## src/inc/agc_pkg.sv

```systemverilog
// Purpose: Shared constants for the conversion gain and offset correction stage.
// Assumes: 12-bit unsigned converter codes, coefficients held in 16-bit memory words.
// Notes: Gain is unsigned fixed point with GAIN_FRAC fraction bits; offset is signed LSBs.
package agc_pkg;
    // ==========================================================================
    // Data formats
    localparam int ADC_W = 12;
    localparam int GAIN_W = 16;
    localparam int GAIN_FRAC = 14;
    localparam int OFF_W = 16;
    localparam logic [GAIN_W-1:0] GAIN_UNITY = 16'h4000;
    localparam logic [OFF_W-1:0] OFFSET_ZERO = 16'h0000;
    localparam logic [ADC_W-1:0] CODE_MIN = 12'h000;
    localparam logic [ADC_W-1:0] CODE_MAX = 12'hFFF;

    // ==========================================================================
    // Timing: total latency in clock cycles and how it is split.
    localparam int CAL_LATENCY = 14;
    localparam int ARITH_STAGES = 2;
    localparam int DLY_DEPTH = CAL_LATENCY - ARITH_STAGES;

    // ==========================================================================
    // Coefficient memory map, relative to the coefficient base address.
    localparam int NVM_AW = 8;
    localparam int NVM_DW = 16;
    localparam logic [NVM_AW-1:0] NVM_GAIN_OFS = 8'h00;
    localparam logic [NVM_AW-1:0] NVM_OFFSET_OFS = 8'h01;

    // ==========================================================================
    // Coefficient fetch sequencer states.
    typedef enum logic [1:0] {
        FE_IDLE = 2'b00,
        FE_GAIN = 2'b01,
        FE_OFFSET = 2'b10,
        FE_DONE = 2'b11
    } agc_fetch_t;
endpackage

```

## src/inc/agc_dly_if.sv

```systemverilog
// Purpose: Carrier for a valid-qualified word between the arithmetic and the delay line.
// Assumes: Both ends run on the same clock.
// Notes: The source drives, the sink samples; there is no back-pressure.
`timescale 1ns/10ps
interface agc_dly_if #(
    parameter int W = 12
);
    logic valid;
    logic [W-1:0] data;

    // ==========================================================================
    // Port views.
    modport src (output valid, output data);
    modport snk (input valid, input data);
endinterface

```

## src/hw/agc_delay_line.sv

```systemverilog
// Purpose: Fixed-depth shift register that carries corrected results to the output.
// Assumes: A new word may enter on every cycle.
// Notes: The last stage is a flip-flop, so output data never come from gates.
`timescale 1ns/10ps
module agc_delay_line #(
    parameter int W = 12,
    parameter int DEPTH = 12
) (
    input wire logic clk,
    input wire logic reset,
    agc_dly_if.snk in_port,
    agc_dly_if.src out_port,
    output logic busy
);
    // ==========================================================================
    // Elaboration check.
    if (DEPTH < 1) begin : g_bad_depth
        $error("agc_delay_line needs DEPTH of at least one");
    end

    logic [W:0] pipe_q [DEPTH];
    logic [W:0] pipe_d [DEPTH];
    logic any_valid;

    // Next values: each stage takes the one before it.
    always_comb begin
        any_valid = 1'b0;
        pipe_d[0] = {in_port.valid, in_port.data};
        for (int i = 1; i < DEPTH; i++) begin
            pipe_d[i] = pipe_q[i-1];
        end
        for (int i = 0; i < DEPTH; i++) begin
            any_valid = any_valid | pipe_q[i][W];
        end
    end

    // Registers only; reset clears every stage so no stale word escapes.
    always_ff @(posedge clk) begin
        for (int i = 0; i < DEPTH; i++) begin
            if (reset) begin
                pipe_q[i] <= '0;
            end else begin
                pipe_q[i] <= pipe_d[i];
            end
        end
    end

    assign out_port.valid = pipe_q[DEPTH-1][W];
    assign out_port.data = pipe_q[DEPTH-1][W-1:0];
    assign busy = any_valid;
endmodule

```

## src/hw/agc_calibrator.sv

```systemverilog
// Purpose: Gain and offset correction of converter results, Y = gain * X + offset; rail codes pass unchanged when SAT_BYPASS is set.
// Assumes: Converter and coefficient memory run on clk; coefficient memory answers
//          each held read request with a one-cycle nvm_rvalid pulse.
// Notes: Until each coefficient arrives, unity gain or zero offset is applied in its place.
`timescale 1ns/10ps
module agc_calibrator
    import agc_pkg::*;
#(
    parameter bit SAT_BYPASS = 1'b0,
    parameter logic [NVM_AW-1:0] NVM_BASE = 8'h00
) (
    input wire logic clk,
    input wire logic reset,
    input wire logic adc_valid,
    input wire logic adc_busy,
    input wire logic [ADC_W-1:0] adc_result,
    output logic nvm_rd,
    output logic [NVM_AW-1:0] nvm_addr,
    input wire logic [NVM_DW-1:0] nvm_rdata,
    input wire logic nvm_rvalid,
    output logic cal_ready,
    output logic conversion_valid,
    output logic conversion_busy,
    output logic [ADC_W-1:0] conversion_result
);
    localparam int PROD_W = ADC_W + GAIN_W;
    localparam int SH_W = PROD_W - GAIN_FRAC;
    localparam int SUM_W = OFF_W + 2;

    // ==========================================================================
    // Elaboration checks; the mode is fixed here and cannot move at run time.
    if (GAIN_FRAC >= GAIN_W || SUM_W <= SH_W || NVM_DW < GAIN_W) begin : g_bad_fmt
        $error("agc_calibrator number formats cannot be served");
    end
    if (DLY_DEPTH < 1) begin : g_bad_lat
        $error("agc_calibrator latency too short for its arithmetic");
    end

    // Saturation is a rail code at either end of the converter range.
    function automatic logic is_rail(input logic [ADC_W-1:0] code);
        is_rail = (code == CODE_MIN) || (code == CODE_MAX);
    endfunction

    // Clamp a signed sum back into the unsigned code range.
    function automatic logic [ADC_W-1:0] clamp(input logic signed [SUM_W-1:0] s);
        if (s < 0) begin
            clamp = CODE_MIN;
        end else if (s > $signed({{(SUM_W-ADC_W){1'b0}}, CODE_MAX})) begin
            clamp = CODE_MAX;
        end else begin
            clamp = s[ADC_W-1:0];
        end
    endfunction

    // ==========================================================================
    // Coefficient fetch
    agc_fetch_t fe_q, fe_d;
    logic [GAIN_W-1:0] gain_q, gain_d;
    logic [OFF_W-1:0] offset_q, offset_d;
    logic [NVM_AW-1:0] addr_q, addr_d;

    // Walk the two coefficient words once after reset, then stay done.
    always_comb begin
        fe_d = fe_q;
        gain_d = gain_q;
        offset_d = offset_q;
        addr_d = addr_q;
        case (fe_q)
            FE_IDLE: begin
                fe_d = FE_GAIN;
                addr_d = NVM_BASE + NVM_GAIN_OFS;
            end
            FE_GAIN: begin
                if (nvm_rvalid) begin
                    gain_d = nvm_rdata[GAIN_W-1:0];
                    fe_d = FE_OFFSET;
                    addr_d = NVM_BASE + NVM_OFFSET_OFS;
                end
            end
            FE_OFFSET: begin
                if (nvm_rvalid) begin
                    offset_d = nvm_rdata[OFF_W-1:0];
                    fe_d = FE_DONE;
                end
            end
            FE_DONE: begin
                fe_d = FE_DONE;
            end
            default: begin
                fe_d = FE_IDLE;
            end
        endcase
    end

    // Identity coefficients at reset keep early results meaningful.
    always_ff @(posedge clk) begin
        if (reset) begin
            fe_q <= FE_IDLE;
            gain_q <= GAIN_UNITY;
            offset_q <= OFFSET_ZERO;
            addr_q <= '0;
        end else begin
            fe_q <= fe_d;
            gain_q <= gain_d;
            offset_q <= offset_d;
            addr_q <= addr_d;
        end
    end

    assign nvm_rd = (fe_q == FE_GAIN) || (fe_q == FE_OFFSET);
    assign nvm_addr = addr_q;
    assign cal_ready = (fe_q == FE_DONE);

    // ==========================================================================
    // Arithmetic: multiply in stage one, add and clamp in stage two.
    logic s1_valid_q, s1_valid_d, s1_sat_q, s1_sat_d;
    logic [ADC_W-1:0] s1_raw_q, s1_raw_d;
    logic [PROD_W-1:0] s1_prod_q, s1_prod_d;
    logic [OFF_W-1:0] s1_off_q, s1_off_d;
    logic s2_valid_q, s2_valid_d;
    logic [ADC_W-1:0] s2_data_q, s2_data_d;
    logic signed [SUM_W-1:0] sum;

    // The offset is captured with the product so a coefficient update mid-flight
    // never mixes an old gain with a new offset.
    always_comb begin
        s1_valid_d = adc_valid;
        s1_raw_d = adc_result;
        s1_sat_d = is_rail(adc_result);
        s1_prod_d = PROD_W'(gain_q) * PROD_W'(adc_result);
        s1_off_d = offset_q;
        sum = $signed({{(SUM_W-SH_W){1'b0}}, s1_prod_q[PROD_W-1:GAIN_FRAC]})
            + $signed({{(SUM_W-OFF_W){s1_off_q[OFF_W-1]}}, s1_off_q});
        s2_valid_d = s1_valid_q;
        if (SAT_BYPASS && s1_sat_q) begin
            s2_data_d = s1_raw_q;
        end else begin
            s2_data_d = clamp(sum);
        end
    end

    // Arithmetic registers.
    always_ff @(posedge clk) begin
        if (reset) begin
            s1_valid_q <= 1'b0;
            s1_sat_q <= 1'b0;
            s1_raw_q <= '0;
            s1_prod_q <= '0;
            s1_off_q <= '0;
            s2_valid_q <= 1'b0;
            s2_data_q <= '0;
        end else begin
            s1_valid_q <= s1_valid_d;
            s1_sat_q <= s1_sat_d;
            s1_raw_q <= s1_raw_d;
            s1_prod_q <= s1_prod_d;
            s1_off_q <= s1_off_d;
            s2_valid_q <= s2_valid_d;
            s2_data_q <= s2_data_d;
        end
    end

    // ==========================================================================
    // Padding delay: the arithmetic needs two cycles, the rest is pure delay so
    // the latency stays constant whatever the coefficients are.
    agc_dly_if #(.W(ADC_W)) dly_in ();
    agc_dly_if #(.W(ADC_W)) dly_out ();
    logic dly_busy;

    assign dly_in.valid = s2_valid_q;
    assign dly_in.data = s2_data_q;

    agc_delay_line #(
        .W(ADC_W),
        .DEPTH(DLY_DEPTH)
    ) i_agc_delay_line (
        .clk(clk),
        .reset(reset),
        .in_port(dly_in),
        .out_port(dly_out),
        .busy(dly_busy)
    );

    // Exported handshake comes from this stage; busy covers work in flight.
    assign conversion_valid = dly_out.valid;
    assign conversion_result = dly_out.data;
    assign conversion_busy = adc_busy | s1_valid_q | s2_valid_q | dly_busy | ~cal_ready;

    logic [ADC_W-1:0] exp_res;
    logic in_sat, in_unity;
    assign exp_res = clamp($signed(SUM_W'((PROD_W'(gain_q) * PROD_W'(adc_result)) >> GAIN_FRAC))
        + $signed({{(SUM_W-OFF_W){offset_q[OFF_W-1]}}, offset_q}));
    assign in_sat = is_rail(adc_result);
    assign in_unity = (gain_q == GAIN_UNITY) && (offset_q == OFFSET_ZERO);
endmodule

```

## config.mk

```make
export PLATFORM = sky130hd
export DESIGN_NAME = agc_calibrator
export DESIGN_NICKNAME = d
export VERILOG_FILES = /design/src/inc/agc_pkg.sv /design/src/inc/agc_dly_if.sv /design/src/hw/agc_delay_line.sv /design/src/hw/agc_calibrator.sv
export SDC_FILE = /design/constraint.sdc
export NUM_CORES = 1
export LEC_CHECK = 0
export ABC_AREA = 1
export BUFFER_PORTS_ARGS = -buffer_cell sky130_fd_sc_hd__buf_2
export CAP_MARGIN = 10
export CORE_ASPECT_RATIO = 1.25
export CORE_UTILIZATION = 34
export CTS_BUF_LIST = sky130_fd_sc_hd__clkbuf_16
export CTS_CLUSTER_SIZE = 16
export DETAILED_ROUTE_END_ITERATION = 7
export SLEW_MARGIN = 20
export SYNTH_ARGS = -nofsm -noshare
export SYNTH_HDL_FRONTEND = slang
export SYNTH_SLANG_ARGS = --single-unit
export TNS_END_PERCENT = 100
```

## constraint.sdc

```tcl
create_clock -name clk -period 6.44 [get_ports clk]
set_input_delay 0.644 -clock clk [delete_from_list [all_inputs] [get_ports clk]]
set_output_delay 0.644 -clock clk [all_outputs]
set_load 0.005 [all_outputs]
```

# Yosys cells after proc, flatten, opt, wreduce, memory -nomap -nowiden
# Memories as Yosys holds them, arrays and structs flattened.
# Index checks and enable logic that the tools add are counted.
[totals] reg_bits=100 n_memories=1 ram_bits=156 input_bits=33
[classes] n_eq_ne=5 add_sub_neg=1 n_reduce_logical=8 multipliers=1 n_bitwise=28 mux=21 magnitude_cmp=2
[memory_table] name="i_agc_delay_line.pipe_q" depth=12 width=13 rd=12 rd_ports_with_merged_regs=0 wr=12 line="agc_delay_line.sv:21" text="logic [W:0] pipe_q [DEPTH];"
[ops] cell="$mux 13" n=12
[ops] cell="$mul 16x12->28" n=1
[ops] cell="$or 1x1->1" n=27
[ops] cell="$add 15x16->17" n=1
[ops] cell="$gt 17x13->1 const B" n=1
[ops] cell="$lt 17x1->1 const B" n=1
[ops] cell="$pmux 8 s2" n=1
[ops] cell="$mux 12" n=1
[ops] cell="$mux 8" n=1
[ops] cell="$pmux 2 s4" n=1
[ops] cell="$reduce_and 2->1" n=4
[ops] cell="$eq 2x2->1 const B" n=2
[ops] cell="$mux 2" n=2
[ops] cell="$ne 2x2->1 const B" n=2
[ops] cell="$mux 1" n=3
[ops] cell="$eq 2x1->1 const B" n=1
[ops] cell="$logic_not 2->1" n=1
[ops] cell="$reduce_bool 2->1" n=1
[ops] cell="$reduce_or 2->1" n=1
[ops] cell="$logic_or 1x1->1" n=1
[ops] cell="$not 1->1" n=1

# Logic depth before layout (Yosys ltp)
[logic_depth] ltp_word=13 mapped_depth=25 ltp_nobuf=23

# Hierarchy
# Synthesis repeated with hierarchy kept, for this count alone.
[unflattened] hier_cells=1818 hier_area_um2=14320.0
[modules_own_cells] mod="agc_calibrator" n_inst=1 cells_per_inst=1322 seq_area_each_um2=1581.5 area_each_um2=9800.6
[modules_own_cells] mod="agc_delay_line" n_inst=1 cells_per_inst=496 seq_area_each_um2=3123.0 area_each_um2=4519.3

# Worst setup path before layout
# Ideal clock, no wire load.
[synth_path] path_type="input -> register" startpoint="in adc_result[3]" endpoint="reg s1_prod_q[23]" t_required_ns=6.325 path_slack_ns=1.349 path_stages=20 arrival_ns=4.976 path_buffers=2 path_cell_list="clkbuf_1 clkbuf_1 nand2_1 fa_1 fa_1 fa_1 inv_1 fa_1 inv_1 fa_1 inv_1 ha_1 nand2_1 inv_1 a21oi_1 o21ai_0 a211oi_1 nand3_1 nand2_1 nor2_1"
[synth_between] elab_chain_len=1
[synth_rtl] item="start: declaration" line="agc_calibrator.sv:16" text="input wire logic [ADC_W-1:0] adc_result,"
[synth_rtl] item="$mul 16x12->28"
[synth_rtl] item="end signal: assignment" line="agc_calibrator.sv:156" text="s1_prod_q <= s1_prod_d;"
[synth_rtl] item="end: declaration" line="agc_calibrator.sv:118" text="logic [PROD_W-1:0] s1_prod_q, s1_prod_d;"
# No other way between the ends.
# A chain may end at the register's enable or synchronous reset.

# Worst setup path after layout
[layout_path] startpoint="reg gain_q[7]" endpoint="reg s1_prod_q[25]"
[layout_between] elab_chain_len=1
[layout_rtl] item="start: declaration" line="agc_calibrator.sv:58" text="logic [GAIN_W-1:0] gain_q, gain_d;"
[layout_rtl] item="start signal: assignment" line="agc_calibrator.sv:104" text="gain_q <= gain_d;"
[layout_rtl] item="$mul 16x12->28"
# No other way between the ends.

==> summary.txt <==
Status -> finished clean
Worst path cell trace -> nand2_1 > fa_1 > fa_1 > fa_1 > inv_1 > fa_1 > inv_1 > fa_1 > inv_1 > ha_1 > nand2_1 > nand2_1 > a31oi_1 > o21ai_0 > a21oi_1 > nand3_1 > nand2_1 > nor2_1
Leading area contributor after synthesis -> dfxtp_1
Worst Skew -> 0.0176 ns
Initial antenna violation count -> 1
P_sw -> 1.69 mW
Reg2reg path depth -> 18
Min-Delay Endpoint -> s1_valid_q
GPL Wtd Cong -> 0.927
Grt met3 use -> 0.0202
Worst-Skew Late Latency -> 0.51 ns
Final ANT Viol Nets -> 0
Comb pwr share -> 0.371
Top-count cell post-synth -> inv_1
CP Max Fanout -> 13
Grt ovf -> 0
Final Hold Vio Count -> 0
Largest net degree at the start of global routing -> 105
CP max stage cell -> dfxtp_1
Reg clk slew, reported paths -> 0.06 ns
Area contributors post-synth -> dfxtp_1 33%, fa_1 20%, inv_1 13%
Most frequent CP cell -> fa_1
Sequential Area -> 4700 um^2
RSZ-0062 raised after global routing -> no
Fmax -> 189 MHz
Cts hold-fix bufs -> 0
Final setup viols -> 0
Reg-to-reg critical path endpoint -> s1_prod_q[25]
Cell family with most CP delay -> adder cells
Fin Hold WS -> 0.361 ns
DRT Wirelength -> 30000 um
Crit-path max cell delay -> 0.77 ns
P per Cell Area -> 292 nW/um^2
M2 GR Usage -> 0.279
Gr usage total -> 0.148
Core footprint -> 40400 um^2
Post-CTS Resized -> 0
Die height -> 229 um
Startpoint types -> register
Setup ws final -> 1.14 ns
Final TNS setup -> 0 ns
Pre-antenna DRT Iters -> 7
Number of I/O pins -> 57
Vias/cell -> 4.38
Clk sink count -> 235
Min-delay src -> adc_valid
Met1 Use GR -> 0.161
Critical path class -> register to register
Standard-cell rows -> 82
Worst Hold Depth -> 3
Die area -> 42200 um^2
Remaining routing DRC violations -> 0
CTS tree -> built
Syn. warnings -> 0
Ys flop type -> dfxtp_1
Wirelength per Cell -> 12.6 um
Max IR drop VDD -> 0.172 mV
Layout Nets -> 2080
H-Tree Depth -> 1
CTS root buf -> clkbuf_16
Ratio of cells with drive above 1 in the final layout -> 0.0516
Register area share after synthesis -> 0.334
Initial DRC count -> 485
Reg power frac -> 0.369
Syn Std Cell Area -> 14100 um^2
Via count -> 10453
Footprint of the multi-input gates -> 7250 um^2
Count of different cell masters after synthesis -> 35
Vias in the first global route -> 10824
# Post-CTS Setup Buffers -> 0
CTS Buf Count -> 23
Slew Limit Fails -> 0
Top cell type's share of synthesized area -> 0.334
Worst EP required -> 6.84 ns
Internal power -> 2.82 mW
Worst hold path class -> primary input to register
Asr flop ratio synth -> 0
Die X -> 184 um
Crit path DAT -> 5.70 ns
R2R setup slack -> 1.14 ns
Clock network fraction of design power -> 0.259
First-pass GRT wire length -> 50600 um
Final worst-path cycle share -> 0.824
Top post-synthesis cells by count -> 484 x inv_1, 326 x nand2_1, 257 x nor2_1
Slew headroom -> 0.347
CTS max path bufs -> 3
Fillers -> 4259
EDFF count, synth -> 0
CP endpoint kind -> register
Post-layout minimum cycle time -> 5.30 ns
Leakage -> 7.74 nW
Initial Util -> 0.348
IO buf count -> 49
Syn Area/Cell -> 7.75 um^2
Worst-Margin Slew -> 0.980 ns
Max-cap violation count -> 0
Switching Share -> 0.375
Synth Instances -> 1816
Place WS -> 1.03 ns
Buf+Inv Stages, Crit Path -> 3
Number of synthesized register bits -> 235
Reg-to-reg startpoint -> gain_q[7]
Area growth from synthesis to final layout -> 9.52%
Most used routing layer -> met2
Dpl hpwl -> 23400 um
==> sequential cells by signal, indices dropped and copies added, names as in the netlist <==
| register | flops |
|---|---|
| i_agc_delay_line.pipe_q | 156 |
| gain_q | 16 |
| offset_q | 16 |
| s1_off_q | 16 |
| s1_prod_q | 14 |
| dly_in.data | 12 |
| fe_q | 2 |
| dly_in.valid | 1 |
| nvm_addr | 1 |
| s1_valid_q | 1 |
==> power groups by stage <==
stage	sequential, mW	clock, mW	combinational [mW]
4_1_cts	1.67	1.22	1.69
3_3_place_gp	1.69	0	1.64
6_report	1.66	1.17	1.67
3_5_place_dp	1.70	0	1.67
5_1_grt	1.68	1.28	1.94
2_1_floorplan	1.64	0	1.29
==> cell usage in the layout, fill, tap and decap left out, types with 3 or more instances in the layout <==
cell,instances
a21o_1,7
a21oi_1,71
a31oi_1,5
buf_2,48
buf_4,5
clkbuf_16,23
clkinv_1,6
clkinv_2,5
conb_1,7
dfxtp_1,235
fa_1,140
ha_1,82
inv_1,489
nand2_1,326
nand2_2,5
nand3_1,27
nand3b_1,3
nand4_1,4
nor2_1,257
nor3_1,7
nor3_2,3
nor4_1,6
o21a_1,3
o21ai_0,52
xnor2_1,6
xor2_1,6
==> worst max-delay path by stage <==
stage | from | slack (ns) | to | cells past startpoint
2_1_floorplan | adc_result[3] | 1.35 | s1_prod_q[23] | 20
3_3_place_gp | adc_result[3] | 1.05 | s1_prod_q[17] | 18
3_5_place_dp | adc_result[3] | 1.03 | s1_prod_q[25] | 19
4_1_cts | gain_q[7] | 1.15 | s1_prod_q[25] | 18
5_1_grt | gain_q[7] | 0.93 | s1_prod_q[25] | 18
6_report | gain_q[7] | 1.14 | s1_prod_q[25] | 18
==> worst reg2reg max path: stages (launching register included) <==
cell and delay [ns]:
dfxtp_1 0.77, nand2_1 0.19, fa_1 0.59, fa_1 0.45, fa_1 0.55, inv_1 0.06, fa_1 0.48, inv_1 0.06
fa_1 0.53, inv_1 0.04, ha_1 0.32, nand2_1 0.08, nand2_1 0.08, a31oi_1 0.30, o21ai_0 0.25, a21oi_1 0.25
nand3_1 0.09, nand2_1 0.06, nor2_1 0.05
==> routing by layer <==
layer	part of all wire	up-vias
met4	0.039	0
li1	-	5228
met1	0.40	4912
met5	0	-
met3	0.045	73
met2	0.52	240
==> final cells by class <==
type,count,area share
repair buffers,54,0.0188
multi-input cells,1025,0.471
clock inverters,17,0.00520
well taps,546,0.0443
clock buffers,23,0.0373
flip-flops and latches,235,0.305
inverters,486,0.118
diodes,1,0.000162
==> stage by stage <==
step / power [mW] / cells / util / area, um^2
after floorplan: 2.93 / 1822 / - / 14100
after global placement: 3.34 / 2346 / 0.365 / 14800
after detailed placement: 3.36 / 2346 / 0.365 / 14800
after CTS: 4.57 / 2386 / 0.381 / 15400
after global routing: 4.90 / 2387 / 0.381 / 15400
final: 4.51 / 2387 / 0.381 / 15400
==> logic make-up after synthesis <==
group / Yosys count / share of synthesized area
flip-flops: 235 / 0.334
AND/OR/NAND/NOR: 640 / 0.179
other: 1 / 0.000266
adder cells (fa/ha/maj): 222 / 0.272
AO/OA/AOI/OAI: 144 / 0.0552
buffers and inverters: 562 / 0.152
XOR/XNOR: 12 / 0.00747
(Power assumes the default switching activity.)
